`src/pmsc_map.svh`:
```
// register offsets, field positions and reset values of the power manager
`ifndef PMSC_MAP_SVH
`define PMSC_MAP_SVH

`define PMSC_ADDR_W 3
`define PMSC_DATA_W 8
`define PMSC_IRQ_W 3

`define PMSC_OFS_CTRL1 3'h0
`define PMSC_OFS_CTRL2 3'h1
`define PMSC_OFS_IRQ_STAT 3'h2
`define PMSC_OFS_IRQ_CLR 3'h3
`define PMSC_OFS_IRQ_EN 3'h4

`define PMSC_C1_DET_FLAG 7
`define PMSC_C1_DET_ACK 6
`define PMSC_C1_DET_IRQ_EN 5
`define PMSC_C1_SAFE_STATE 4
`define PMSC_C1_DET_RST_EN 3

`define PMSC_C2_WARN_FLAG 7
`define PMSC_C2_WARN_ACK 6
`define PMSC_C2_PPD_FLAG 3
`define PMSC_C2_PPD_ACK 2
`define PMSC_C2_PD_EN 1
`define PMSC_C2_PPD_SEL 0

`define PMSC_IRQ_DET 0
`define PMSC_IRQ_WARN 1
`define PMSC_IRQ_PPD 2

`define PMSC_RST_DET_RST_EN 1'b1
`define PMSC_RST_BIT 1'b0
`define PMSC_RST_BYTE 8'h00
`define PMSC_RST_IRQ 3'h0

`endif

```
`src/pmsc_pkg.sv`:
```
// types shared by the power management status and control block
`include "pmsc_map.svh"

package pmsc_pkg;

    typedef logic [`PMSC_ADDR_W-1:0] pmsc_addr_t;
    typedef logic [`PMSC_DATA_W-1:0] pmsc_byte_t;
    typedef logic [`PMSC_IRQ_W-1:0] pmsc_irq_t;

    typedef struct packed {
        logic det_s1;
        logic det_s2;
        logic warn_s1;
        logic warn_s2;
        logic rearm_s1;
        logic rearm_s2;
        logic ppd_s1;
        logic ppd_s2;
        logic ppd_s3;
        logic low_volt_detect_flag;
        logic low_volt_detect_irq_en;
        logic safe_state;
        logic low_volt_detect_reset_en;
        logic det_rst_en_locked;
        logic low_volt_warning_flag;
        logic partial_powerdown_flag;
        logic powerdown_enable;
        logic partial_powerdown_select;
        logic pd_locked;
        pmsc_irq_t irq_stat;
        pmsc_irq_t irq_en;
        pmsc_byte_t rdata;
        logic irq;
        logic det_irq_req;
        logic det_rst_req;
        logic wake_block;
    } pmsc_state_s;

endpackage

```
`src/pmsc_top.sv`:
```
// power management status and control: low-voltage flags and stop modes
//
// Notes on behaviour
// - detect flag sets on event while detect enabled
// - detect ack write one clears; reads zero
// - detect irq enable requests irq while flag
// - safe state blocks wakeups below rearm level
// - detect reset enable accepts first write only; sys_reset here clears the lock, so one more write is taken
// - power-on sets detect reset enable; others keep
// - detect reset enable forces reset on flag
// - warning flag sets below trip, sticks
// - warning ack clears only once condition gone
// - partial power-down flag set on its recovery
// - partial power-down ack write one clears
// - power-down enable write-once; gates both modes
// - partial select write-once; picks stop flavour
//
// The implementer's own choices: the strobed register port and the register offsets.
`include "pmsc_map.svh"
`timescale 1ns/1ns
`default_nettype none

module pmsc_top
    import pmsc_pkg::*;
(
    input wire logic clk_sys,
    input wire logic rst,
    input wire logic sys_reset,
    input wire logic low_volt_detect_en,
    input wire logic det_trip,
    input wire logic warn_trip,
    input wire logic below_rearm,
    input wire logic ppd_recovered,
    input wire logic [`PMSC_ADDR_W-1:0] addr,
    input wire logic [`PMSC_DATA_W-1:0] wdata,
    input wire logic wr,
    input wire logic rd,
    output logic [`PMSC_DATA_W-1:0] rdata,
    output logic irq,
    output logic det_irq_req,
    output logic det_rst_req,
    output logic wake_block,
    output logic powerdown_enable,
    output logic partial_powerdown_select
);

    // rst is the power-on reset; sys_reset stands for every other source
    localparam pmsc_state_s ST_RST = '{
        low_volt_detect_reset_en: `PMSC_RST_DET_RST_EN,
        irq_stat: `PMSC_RST_IRQ,
        irq_en: `PMSC_RST_IRQ,
        rdata: `PMSC_RST_BYTE,
        default: `PMSC_RST_BIT
    };

    pmsc_state_s st_r;
    pmsc_state_s st_nxt;

    // one write hit on a given register offset
    function automatic logic wr_hit(
        input logic strobe,
        input pmsc_addr_t a,
        input pmsc_addr_t ofs
    );
        wr_hit = strobe && (a == ofs);
    endfunction

    // first register image as software sees it
    function automatic pmsc_byte_t ctrl1_image(input pmsc_state_s s);
        pmsc_byte_t v;
        v = `PMSC_RST_BYTE;
        v[`PMSC_C1_DET_FLAG] = s.low_volt_detect_flag;
        v[`PMSC_C1_DET_IRQ_EN] = s.low_volt_detect_irq_en;
        v[`PMSC_C1_SAFE_STATE] = s.safe_state;
        v[`PMSC_C1_DET_RST_EN] = s.low_volt_detect_reset_en;
        ctrl1_image = v;
    endfunction

    // second register image; ack bits and unused bits stay zero
    function automatic pmsc_byte_t ctrl2_image(input pmsc_state_s s);
        pmsc_byte_t v;
        v = `PMSC_RST_BYTE;
        v[`PMSC_C2_WARN_FLAG] = s.low_volt_warning_flag;
        v[`PMSC_C2_PPD_FLAG] = s.partial_powerdown_flag;
        v[`PMSC_C2_PD_EN] = s.powerdown_enable;
        v[`PMSC_C2_PPD_SEL] = s.partial_powerdown_select;
        ctrl2_image = v;
    endfunction

    always_comb begin
        logic wr_c1;
        logic wr_c2;
        logic wr_clr;
        logic wr_en;
        logic det_set;
        logic warn_set;
        logic ppd_set;
        logic det_ack;
        logic warn_ack;
        logic ppd_ack;
        pmsc_irq_t events;
        pmsc_byte_t rd_mux;

        wr_c1 = wr_hit(wr, addr, `PMSC_OFS_CTRL1);
        wr_c2 = wr_hit(wr, addr, `PMSC_OFS_CTRL2);
        wr_clr = wr_hit(wr, addr, `PMSC_OFS_IRQ_CLR);
        wr_en = wr_hit(wr, addr, `PMSC_OFS_IRQ_EN);
        det_set = 1'b0;
        warn_set = 1'b0;
        ppd_set = 1'b0;
        det_ack = 1'b0;
        warn_ack = 1'b0;
        ppd_ack = 1'b0;
        events = `PMSC_RST_IRQ;
        rd_mux = `PMSC_RST_BYTE;

        st_nxt = st_r;

        // comparator and recovery pins are asynchronous: two stages first
        st_nxt.det_s1 = det_trip;
        st_nxt.det_s2 = st_r.det_s1;
        st_nxt.warn_s1 = warn_trip;
        st_nxt.warn_s2 = st_r.warn_s1;
        st_nxt.rearm_s1 = below_rearm;
        st_nxt.rearm_s2 = st_r.rearm_s1;
        st_nxt.ppd_s1 = ppd_recovered;
        st_nxt.ppd_s2 = st_r.ppd_s1;
        st_nxt.ppd_s3 = st_r.ppd_s2;

        // hardware set terms; all take priority over a same-cycle ack
        det_set = low_volt_detect_en && st_r.det_s2;
        // a level, so a supply already low after reset sets it too
        warn_set = st_r.warn_s2;
        ppd_set = st_r.ppd_s2 && !st_r.ppd_s3;

        det_ack = wr_c1 && wdata[`PMSC_C1_DET_ACK];
        warn_ack = wr_c2 && wdata[`PMSC_C2_WARN_ACK];
        ppd_ack = wr_c2 && wdata[`PMSC_C2_PPD_ACK];

        // detect flag: read-only, cleared by writing one to its ack
        if (det_set) begin
            st_nxt.low_volt_detect_flag = 1'b1;
        end else if (det_ack) begin
            st_nxt.low_volt_detect_flag = 1'b0;
        end

        // warning flag: ack is refused while the warning is present
        if (warn_set) begin
            st_nxt.low_volt_warning_flag = 1'b1;
        end else if (warn_ack) begin
            st_nxt.low_volt_warning_flag = 1'b0;
        end

        if (ppd_set) begin
            st_nxt.partial_powerdown_flag = 1'b1;
        end else if (ppd_ack) begin
            st_nxt.partial_powerdown_flag = 1'b0;
        end

        // plain read/write fields of the first register
        if (wr_c1) begin
            st_nxt.low_volt_detect_irq_en = wdata[`PMSC_C1_DET_IRQ_EN];
            st_nxt.safe_state = wdata[`PMSC_C1_SAFE_STATE];
        end

        // reset enable takes only the first write to its register after each reset; sys_reset reopens it but keeps the value
        if (wr_c1 && !st_r.det_rst_en_locked) begin
            st_nxt.low_volt_detect_reset_en = wdata[`PMSC_C1_DET_RST_EN];
            st_nxt.det_rst_en_locked = 1'b1;
        end

        // both stop-mode selects lock on the first write together
        if (wr_c2 && !st_r.pd_locked) begin
            st_nxt.powerdown_enable = wdata[`PMSC_C2_PD_EN];
            st_nxt.partial_powerdown_select = wdata[`PMSC_C2_PPD_SEL];
            st_nxt.pd_locked = 1'b1;
        end

        // interrupt status: new flag rising edges are the events
        events[`PMSC_IRQ_DET] = det_set && !st_r.low_volt_detect_flag;
        events[`PMSC_IRQ_WARN] = warn_set && !st_r.low_volt_warning_flag;
        events[`PMSC_IRQ_PPD] = ppd_set && !st_r.partial_powerdown_flag;

        if (wr_clr) begin
            st_nxt.irq_stat = st_r.irq_stat & ~wdata[`PMSC_IRQ_W-1:0];
        end
        // set wins over a clear in the same cycle
        st_nxt.irq_stat = st_nxt.irq_stat | events;

        if (wr_en) begin
            st_nxt.irq_en = wdata[`PMSC_IRQ_W-1:0];
        end

        // read data stand one cycle after the strobe, zero otherwise
        unique case (addr)
            `PMSC_OFS_CTRL1: rd_mux = ctrl1_image(st_r);
            `PMSC_OFS_CTRL2: rd_mux = ctrl2_image(st_r);
            `PMSC_OFS_IRQ_STAT: begin
                rd_mux = {{(`PMSC_DATA_W-`PMSC_IRQ_W){1'b0}}, st_r.irq_stat};
            end
            `PMSC_OFS_IRQ_EN: begin
                rd_mux = {{(`PMSC_DATA_W-`PMSC_IRQ_W){1'b0}}, st_r.irq_en};
            end
            default: rd_mux = `PMSC_RST_BYTE;
        endcase
        st_nxt.rdata = rd ? rd_mux : `PMSC_RST_BYTE;

        // outputs registered from the next state so they track flags
        st_nxt.irq = |(st_nxt.irq_stat & st_nxt.irq_en);
        st_nxt.det_irq_req = st_nxt.low_volt_detect_irq_en &&
            st_nxt.low_volt_detect_flag;
        st_nxt.det_rst_req = st_nxt.low_volt_detect_reset_en &&
            st_nxt.low_volt_detect_flag;
        st_nxt.wake_block = st_nxt.safe_state && st_r.rearm_s2;

        // other resets clear all but the power-on-only reset enable
        if (sys_reset) begin
            st_nxt = ST_RST;
            st_nxt.low_volt_detect_reset_en =
                st_r.low_volt_detect_reset_en;
        end
    end

    always_ff @(posedge clk_sys or posedge rst) begin
        if (rst) begin
            st_r <= ST_RST;
        end else begin
            st_r <= st_nxt;
        end
    end

    assign rdata = st_r.rdata;
    assign irq = st_r.irq;
    assign det_irq_req = st_r.det_irq_req;
    assign det_rst_req = st_r.det_rst_req;
    assign wake_block = st_r.wake_block;
    // zero keeps both power-down stop modes out of reach
    assign powerdown_enable = st_r.powerdown_enable;
    assign partial_powerdown_select = st_r.partial_powerdown_select;

endmodule // pmsc_top

`default_nettype wire

```
`config.mk`:
```
export PLATFORM = sky130hd
export DESIGN_NAME = pmsc_top
export DESIGN_NICKNAME = d
export VERILOG_FILES = /design/src/pmsc_pkg.sv /design/src/pmsc_top.sv
export VERILOG_INCLUDE_DIRS = /design/src
export SDC_FILE = /design/constraint.sdc
export NUM_CORES = 1
export LEC_CHECK = 0
export BUFFER_PORTS_ARGS = -buffer_cell sky130_fd_sc_hd__clkbuf_2
export CAP_MARGIN = 15
export CORE_UTILIZATION = 44
export DETAILED_ROUTE_END_ITERATION = 8
export GPL_TIMING_DRIVEN = 0
export PLACE_DENSITY = 0.64
export SKIP_LAST_GASP = 1
export SLEW_MARGIN = 10
export SYNTH_ARGS = -nofsm -noshare
export SYNTH_HDL_FRONTEND = slang
export SYNTH_SLANG_ARGS = --single-unit
```
`constraint.sdc`:
```
create_clock -name clk_sys -period 3.03 [get_ports clk_sys]
set_input_delay 0.1515 -clock clk_sys [delete_from_list [all_inputs] [get_ports clk_sys]]
set_output_delay 0.1515 -clock clk_sys [all_outputs]
set_load 0.01 [all_outputs]
```
-- Yosys cells after proc, flatten, opt, wreduce, memory -nomap -nowiden
Cells that the tools add are included.
- equality and inequality tests: 4
- muxes and demuxes: 14
- bitwise operators: 4
- reductions and logical operators: 29
- operators by type and width (operator ; count):
    $mux 37 ; 1
    $pmux 8 s4 ; 1
    $logic_and 1x1->1 ; 17
    $mux 3 ; 3
    $mux 8 ; 1
    $and 3x3->3 ; 2
    $eq 3x2->1 const B ; 2
    $logic_not 1->1 ; 6
    $mux 1 ; 6
    $reduce_bool 3->1 ; 2
    $mux 2 ; 2
    $reduce_bool 2->1 ; 2
    $eq 3x1->1 const B ; 1
    $eq 3x3->1 const B ; 1
    $logic_not 3->1 ; 1
    $not 3->3 ; 1
    $or 3x3->3 ; 1
    $reduce_or 3->1 ; 1
- bits in registers: 37
- bits of input ports: 21
- logic and storage cells: 77

-- Depth between registers and ports, before layout
Gate-level depths: netlist (run 1).
- depth after elaboration: 7
- gate-level depth with buffers: 5
- gate-level depth less buffers: 4

-- Worst setup path after synthesis (run 1)
Ideal clock, no wire load.
- path type: input-to-reg
- start point: in addr[1]
- end point: reg st_r[24] in the netlist's numbering
- arrival time: 1.138 ns
- data required time: 2.945 ns
- slack: 1.808 ns
- cell stages on the path: 4
- cell sequence: nor4b_4 -> and2b_1 -> and2b_1 -> mux2_1
- word-level cells in the longest chain between the ends: 4
- RTL lines (element ; RTL line ; source):
    from (decl) ; pmsc_top.sv:34 ; input wire logic [`PMSC_ADDR_W-1:0] addr,
    $logic_not 3->1 ; pmsc_top.sv:65 ; wr_hit = strobe && (a == ofs);
    $logic_and 1x1->1 ; pmsc_top.sv:65 ;
    $logic_and 1x1->1 ; pmsc_top.sv:167 ; if (wr_c1 && !st_r.det_rst_en_locked) begin
    $mux 2 ; pmsc_top.sv:167 ;
    to (signal assigned) ; pmsc_top.sv:228 ; st_r <= st_nxt;
    to (decl) ; pmsc_top.sv:56 ; pmsc_state_s st_r;
Every way passes these cells. The select of a mux whose other input is x is not followed.
A chain may end at the register's enable or synchronous reset.

==> results of run 1 <==
synthesized netlist by cell type, types with 2 or more instances:
cell type,instances
a21oi_1,3
a22oi_1,3
and2_1,4
and2b_1,3
and4bb_1,2
buf_4,9
clkbuf_1,3
dfrtp_1,35
inv_1,5
mux2i_1,10
nand2_1,4
nand2b_1,2
nor2_1,19
nor2b_1,13
nor3_1,3
nor4_1,4
o21ai_0,3
state kept, by name, summed over array words and instances, names as in the netlist:
name                      flops
irq                           1
det_rst_req                   1
rdata                         7
powerdown_enable              1
wake_block                    1
partial_powerdown_select      1
det_irq_req                   1
st_r                         23
worst max-delay path, delay by kind of cell, from the launching register on:
kind               cells  cell delay, ps
AOI/OAI and AO/OA      2             440
DFF                    1             410
and+or+nand+nor        2             230
layer usage:
metal / up-vias / GRT usage / part of all wire
met2: 34 / 0.269 / 0.47
met1: 500 / 0.224 / 0.48
met4: 0 / 0.0762 / 0.0083
li1: 548 / - / -
met5: - / 0 / 0
met3: 2 / 0.0683 / 0.045
power groups by stage:
| stage | sequential, W | clock [W] | combinational (W) |
|---|---|---|---|
| after floorplan | 0.000514 | 0 | 0.0000559 |
| after global placement | 0.000517 | 0 | 0.0000845 |
| after detailed placement | 0.000517 | 0 | 0.0000870 |
| after CTS | 0.000508 | 0.000383 | 0.0000883 |
| after global routing | 0.000510 | 0.000405 | 0.0000985 |
| final | 0.000508 | 0.000372 | 0.0000870 |
metrics by stage:
step / setup slack [ps] / instances / hold WS (ps) / cell area (sq um)
floorplan: 1810 / 142 / 288 / 1590
global placement: 1550 / 220 / 369 / 1800
detailed placement: 1520 / 220 / 310 / 1800
CTS: 1830 / 229 / 22.0 / 1910
global route: 1740 / 229 / 1.78 / 1910
finish: 1850 / 229 / 37.6 / 1910
area by class of cell:
cell class | instances | area, sq um
buffer | 14 | 93.8
clock buffer | 7 | 65.1
clock inverter | 1 | 30.0
fill | 312 | 1480
inverter | 5 | 18.8
multi-input combinational | 87 | 572
sequential | 36 | 902
tap | 46 | 57.6
timing repair buffer | 33 | 170
what timing repair did:
action,4_1_cts,5_1_grt
endpoints found under the setup margin,0,0
hold buffers,1,0
endpoints found under the hold margin,35,0
worst max-delay path by stage:
stage	start	endpoint	slack, ps	cells past startpoint
6_report	st_r[16]	irq	1850	4
5_1_grt	st_r[16]	irq	1740	4
2_1_floorplan	addr[1]	st_r[24]	1810	4
4_1_cts	st_r[16]	irq	1830	4
3_5_place_dp	addr[1]	st_r[24]	1520	5
3_3_place_gp	addr[1]	st_r[24]	1550	5
cells by family (layout without fill, tap and decap cells):
| group | after synthesis | count (layout) | synth area share |
|---|---|---|---|
| multiplexers | 11 | 11 | 0.0702 |
| AO/OA/AOI/OAI | 15 | 15 | 0.0647 |
| buffers and inverters | 19 | 60 | 0.0710 |
| adder cells (fa/ha/maj) | 1 | 1 | 0.00631 |
| AND/OR/NAND/NOR | 59 | 59 | 0.217 |
| flip-flops | 36 | 36 | 0.569 |
| other | 1 | 1 | 0.00236 |
==> impl_metrics.env, run 1 <==
export IMPL_status="finished clean"
export IMPL_final_cell_mix="35 x dfrtp_1, 32 x clkbuf_2, 19 x nor2_1, 13 x nor2b_1, 10 x mux2i_1"
export IMPL_start_util=0.468
export IMPL_die_area_sq_um=3850
export IMPL_synth_ff_type="dfrtp_1"
export IMPL_worstHoldPathCells=2
export IMPL_worst_slew_margin_rel=0.500
export IMPL_rows=21
export IMPL_fin_skew_ps=11.3
export IMPL_clock_sinks=36
export IMPL_p_int_w=0.000755
export IMPL_pwr_share_seq=0.525
export IMPL_yosys_warnings=0
export IMPL_crit_required_ps=3240
export IMPL_synth_seq_cells=36
export IMPL_grt_usage=0.176
export IMPL_hold_start="warn_trip"
export IMPL_drtIter0Drc=36
export IMPL_r2r_slack_ps=1850
export IMPL_hp_class="input pin to flip-flop"
export IMPL_dieWidth_um=62.0
export IMPL_worstPathCellList="nor2b_1 -> a221oi_2 -> nor3_1 -> a211o_1"
export IMPL_end_kind="flip-flop"
export IMPL_syn_to_final_growth_pct=20.3
export IMPL_powerDensity_nw_per_um2=506
export IMPL_drc=0
export IMPL_num_antenna_cells=0
export IMPL_clock_path_buffers=2
export IMPL_fin_crit_sh=0.391
export IMPL_wirelength_um=2890
export IMPL_drv_cap=0
export IMPL_cts_tree="built"
export IMPL_cts_root_buffer="clkbuf_4"
export IMPL_syn_nets=163
export IMPL_setup_worst_path_class="flip-flop to flip-flop"
export IMPL_grt_pass1_vias=1017
export IMPL_r2r_end="irq"
export IMPL_numCtsBuffers=5
export IMPL_wl_per_cell_um=12.6
export IMPL_power_frac_clock=0.385
export IMPL_drive_above_1_share=0.295
export IMPL_via_per_inst=4.73
export IMPL_cts_max_level=2
export IMPL_vias=1084
export IMPL_rsz0062_at_grt="no"
export IMPL_place_congestion=0.801
export IMPL_setup_viol=0
export IMPL_power_total_w=0.000967
export IMPL_synth_top_area_share=0.552
export IMPL_post_synth_cell_area_avg_sq_um=11.2
export IMPL_grt_start_max_net_pins=37
export IMPL_async_flop_share=1.00
export IMPL_clk_latency_ps=330
export IMPL_report_final_slew_viol_count=0
export IMPL_post_cts_resized=0
export IMPL_min_period_ps=1180
export IMPL_regToRegStartpoint="st_r[16]"
export IMPL_grt_pass1_wl_um=4600
export IMPL_antenna_found_initial=0
export IMPL_post_dp_hpwl_um=2030
export IMPL_clk_pin_slew_ps=100
export IMPL_syn_inst=142
export IMPL_tightest_slew_ps=749
export IMPL_hold_violations=0
export IMPL_slowest_stage="dfrtp_1"
export IMPL_p_comb_frac=0.090
export IMPL_final_common_cell="dfrtp_1"
export IMPL_synth_area_leader_cell="dfrtp_1"
export IMPL_fin_nets=203
export IMPL_final_util=0.563
export IMPL_switching_share=0.219
export IMPL_p_leak_nw=0.958
export IMPL_synth_area_leaders="dfrtp_1 55%, mux2i_1 6.3%, nor2b_1 5.1%"
export IMPL_die_h_um=62.0
export IMPL_ys_types=34
export IMPL_first_pass_iters=4
export IMPL_setup_tns_ps=0
export IMPL_clock_fmax_mhz=845
export IMPL_core_sq_um=3390
export IMPL_ir_drop_mv=0.287
export IMPL_overflow=0
export IMPL_cts_setup_buffers=0
export IMPL_io_buffers=32
export IMPL_critPathMaxFanout=3
export IMPL_p_switching_w=0.000212
export IMPL_ff2ff_path_depth=4
export IMPL_drtAntennaViolNets=0
export IMPL_top_level_ports=35
export IMPL_cp_arrival_ps=1400
export IMPL_min_to="st_r[34]"
export IMPL_synth_edff_count=0
export IMPL_slowest_delay_ps=410
export IMPL_startpoint_type="flip-flop"
export IMPL_synth_area_sq_um=1590
export IMPL_synth_seq_area_share=0.569
No activity file was read; power rests on OpenSTA's default activity.
==> run 2, diff against run 1 <==
==> constraint.sdc (replaced) <==
create_clock -name clk_sys -period 1.1 [get_ports clk_sys]
set_input_delay 0.055 -clock clk_sys [delete_from_list [all_inputs] [get_ports clk_sys]]
set_output_delay 0.055 -clock clk_sys [all_outputs]
set_load 0.01 [all_outputs]
==> run 2 against run 1 <==
Net effect: the flow now finishes with violations (negative setup slack); combinational power grew to 3.3 times the previous value; clock power is 140% higher; maximum frequency is 1.1% lower; global-route usage rose by 1.5 points; sequential share of layout area fell by 1.9 points; core utilization is 2.4 points higher; highest routed layer unchanged.
==> impl_metrics.env, run 2 (synthesized netlist as in run 1, its figures left out) <==
export IMPL_antenna_found_initial=0
export IMPL_worstPathCellList="nor2b_4 -> a221oi_2 -> nor3_1 -> a211o_1"
export IMPL_drive_above_1_share=0.302
export IMPL_wirelength_um=3060
export IMPL_power_frac_clock=0.350
export IMPL_place_congestion=0.776
export IMPL_clk_latency_ps=340
export IMPL_hold_violations=0
export IMPL_start_util=0.468
export IMPL_pwr_share_seq=0.541
export IMPL_hp_class="input pin to flip-flop"
export IMPL_largest_reg_flops=23
export IMPL_grt_start_max_net_pins=37
export IMPL_p_switching_w=0.000604
export IMPL_vias=1156
export IMPL_fin_nets=212
export IMPL_worst_slew_margin_rel=0.502
export IMPL_drc=0
export IMPL_drv_cap=0
export IMPL_r2r_end="irq"
export IMPL_die_area_sq_um=3850
export IMPL_slowest_delay_ps=430
export IMPL_final_common_cell="dfrtp_1"
export IMPL_multi_input_area_sq_um=586
export IMPL_switching_share=0.233
export IMPL_numCtsBuffers=5
export IMPL_post_dp_hpwl_um=2060
export IMPL_regToRegStartpoint="st_r[16]"
export IMPL_top_register="st_r"
export IMPL_first_pass_iters=4
export IMPL_min_to="st_r[21]"
export IMPL_status="complete, but fails checks"
export IMPL_io_buffers=32
export IMPL_fin_crit_sh=1.09
export IMPL_p_leak_nw=0.991
export IMPL_setup_tns_ps=-106
export IMPL_top_level_ports=35
export IMPL_via_per_inst=4.86
export IMPL_drtIter0Drc=23
export IMPL_cts_max_level=2
export IMPL_seq_area_sq_um=902
export IMPL_grt_pass1_vias=1083
export IMPL_final_cell_mix="35 x dfrtp_1, 32 x clkbuf_2, 18 x nor2_1, 12 x nor2b_1, 11 x buf_4"
export IMPL_crit_required_ps=1330
export IMPL_r2r_slack_ps=-100
export IMPL_setup_worst_path_class="flip-flop to flip-flop"
export IMPL_fin_skew_ps=10.3
export IMPL_clock_sinks=36
export IMPL_startpoint_type="flip-flop"
export IMPL_wl_per_cell_um=12.9
export IMPL_tightest_slew_ps=747
export IMPL_worstHoldPathCells=4
export IMPL_syn_to_final_growth_pct=25.4
export IMPL_p_int_w=0.00199
export IMPL_overflow=0
export IMPL_grt_usage=0.191
export IMPL_end_kind="flip-flop"
export IMPL_dieWidth_um=62.0
export IMPL_p_comb_frac=0.109
export IMPL_critPathMaxFanout=3
export IMPL_ff2ff_path_depth=4
export IMPL_dp_slack_ps=-301
export IMPL_core_sq_um=3390
export IMPL_report_final_slew_viol_count=0
export IMPL_ir_drop_mv=0.684
export IMPL_drtAntennaViolNets=0
export IMPL_cp_arrival_ps=1420
export IMPL_setup_viol=2
export IMPL_clock_fmax_mhz=835
export IMPL_hold_start="wdata[2]"
export IMPL_min_period_ps=1200
export IMPL_num_antenna_cells=0
export IMPL_cts_tree="built"
export IMPL_powerDensity_nw_per_um2=1300
export IMPL_die_h_um=62.0
export IMPL_rsz0062_at_grt="yes"
export IMPL_fillerInstances=305
export IMPL_violations="negative setup slack"
export IMPL_rows=21
export IMPL_clock_path_buffers=2
export IMPL_grt_pass1_wl_um=5010
export IMPL_fin_ws_ps=-96.9
export IMPL_cts_root_buffer="clkbuf_4"
export IMPL_slowest_stage="dfrtp_1"
export IMPL_clk_pin_slew_ps=100
[run 2: worst max-delay path by stage]
stage | start | to | slack (ps) | cells past startpoint
after floorplan | addr[2] | st_r[24] | -20 | 4
after global placement | addr[2] | st_r[24] | -280 | 5
after detailed placement | addr[2] | st_r[24] | -300 | 5
after CTS | st_r[16] | irq | -100 | 4
after global routing | st_r[16] | irq | -140 | 4
final | st_r[16] | irq | -100 | 4
[run 2: power groups by stage]
stage                     Combinational [W]  Sequential, W  Clock [W]
final                              0.000283        0.00140   0.000907
after global routing               0.000317        0.00141    0.00100
after CTS                          0.000282        0.00140   0.000935
after detailed placement           0.000247        0.00143          0
after global placement             0.000241        0.00142          0
after floorplan                    0.000161        0.00142          0
[run 2: critical path: cells and delay by family, from the launching register on]
kind	cells	cell delay, ps
compound gates	2	450
flops	1	430
simple gates	2	210
[run 2: through the flow]
step	util	instances	total power (W)	cell area [sq um]	hold slack (ps)
finish	0.587	238	0.00259	1990	10.3
global route	0.587	238	0.00273	1990	19.3
CTS	0.584	238	0.00262	1980	1.08
detailed placement	0.533	220	0.00167	1810	217
global placement	0.533	220	0.00166	1810	272
floorplan	-	142	0.00158	1590	193
[run 2: layer usage]
metal  vias to the layer above  GRT usage  wire (um)
met5                         -          0          0
met4                         0     0.0825         53
met3                         6     0.0704        161
met2                        32      0.286       1450
met1                       552      0.249       1400
li1                        566          -          -
[run 2: final cells by class]
class / instances / share of cell area
timing repair buffer: 42 / 0.128
buffer: 14 / 0.0472
multi-input combinational: 87 / 0.294
inverter: 5 / 0.00943
tap: 46 / 0.0289
clock buffer: 6 / 0.0208
clock inverter: 2 / 0.0176
sequential: 36 / 0.453
[run 2: timing repair]
| action | CTS | global route |
|---|---|---|
| buffers inserted | 2 | 0 |
| endpoints found under the setup margin | 2 | 3 |
| hold buffers | 8 | 0 |
| resized for setup | 0 | 3 |
| endpoints found under the hold margin | 42 | 0 |
| gates cloned | 0 | 0 |
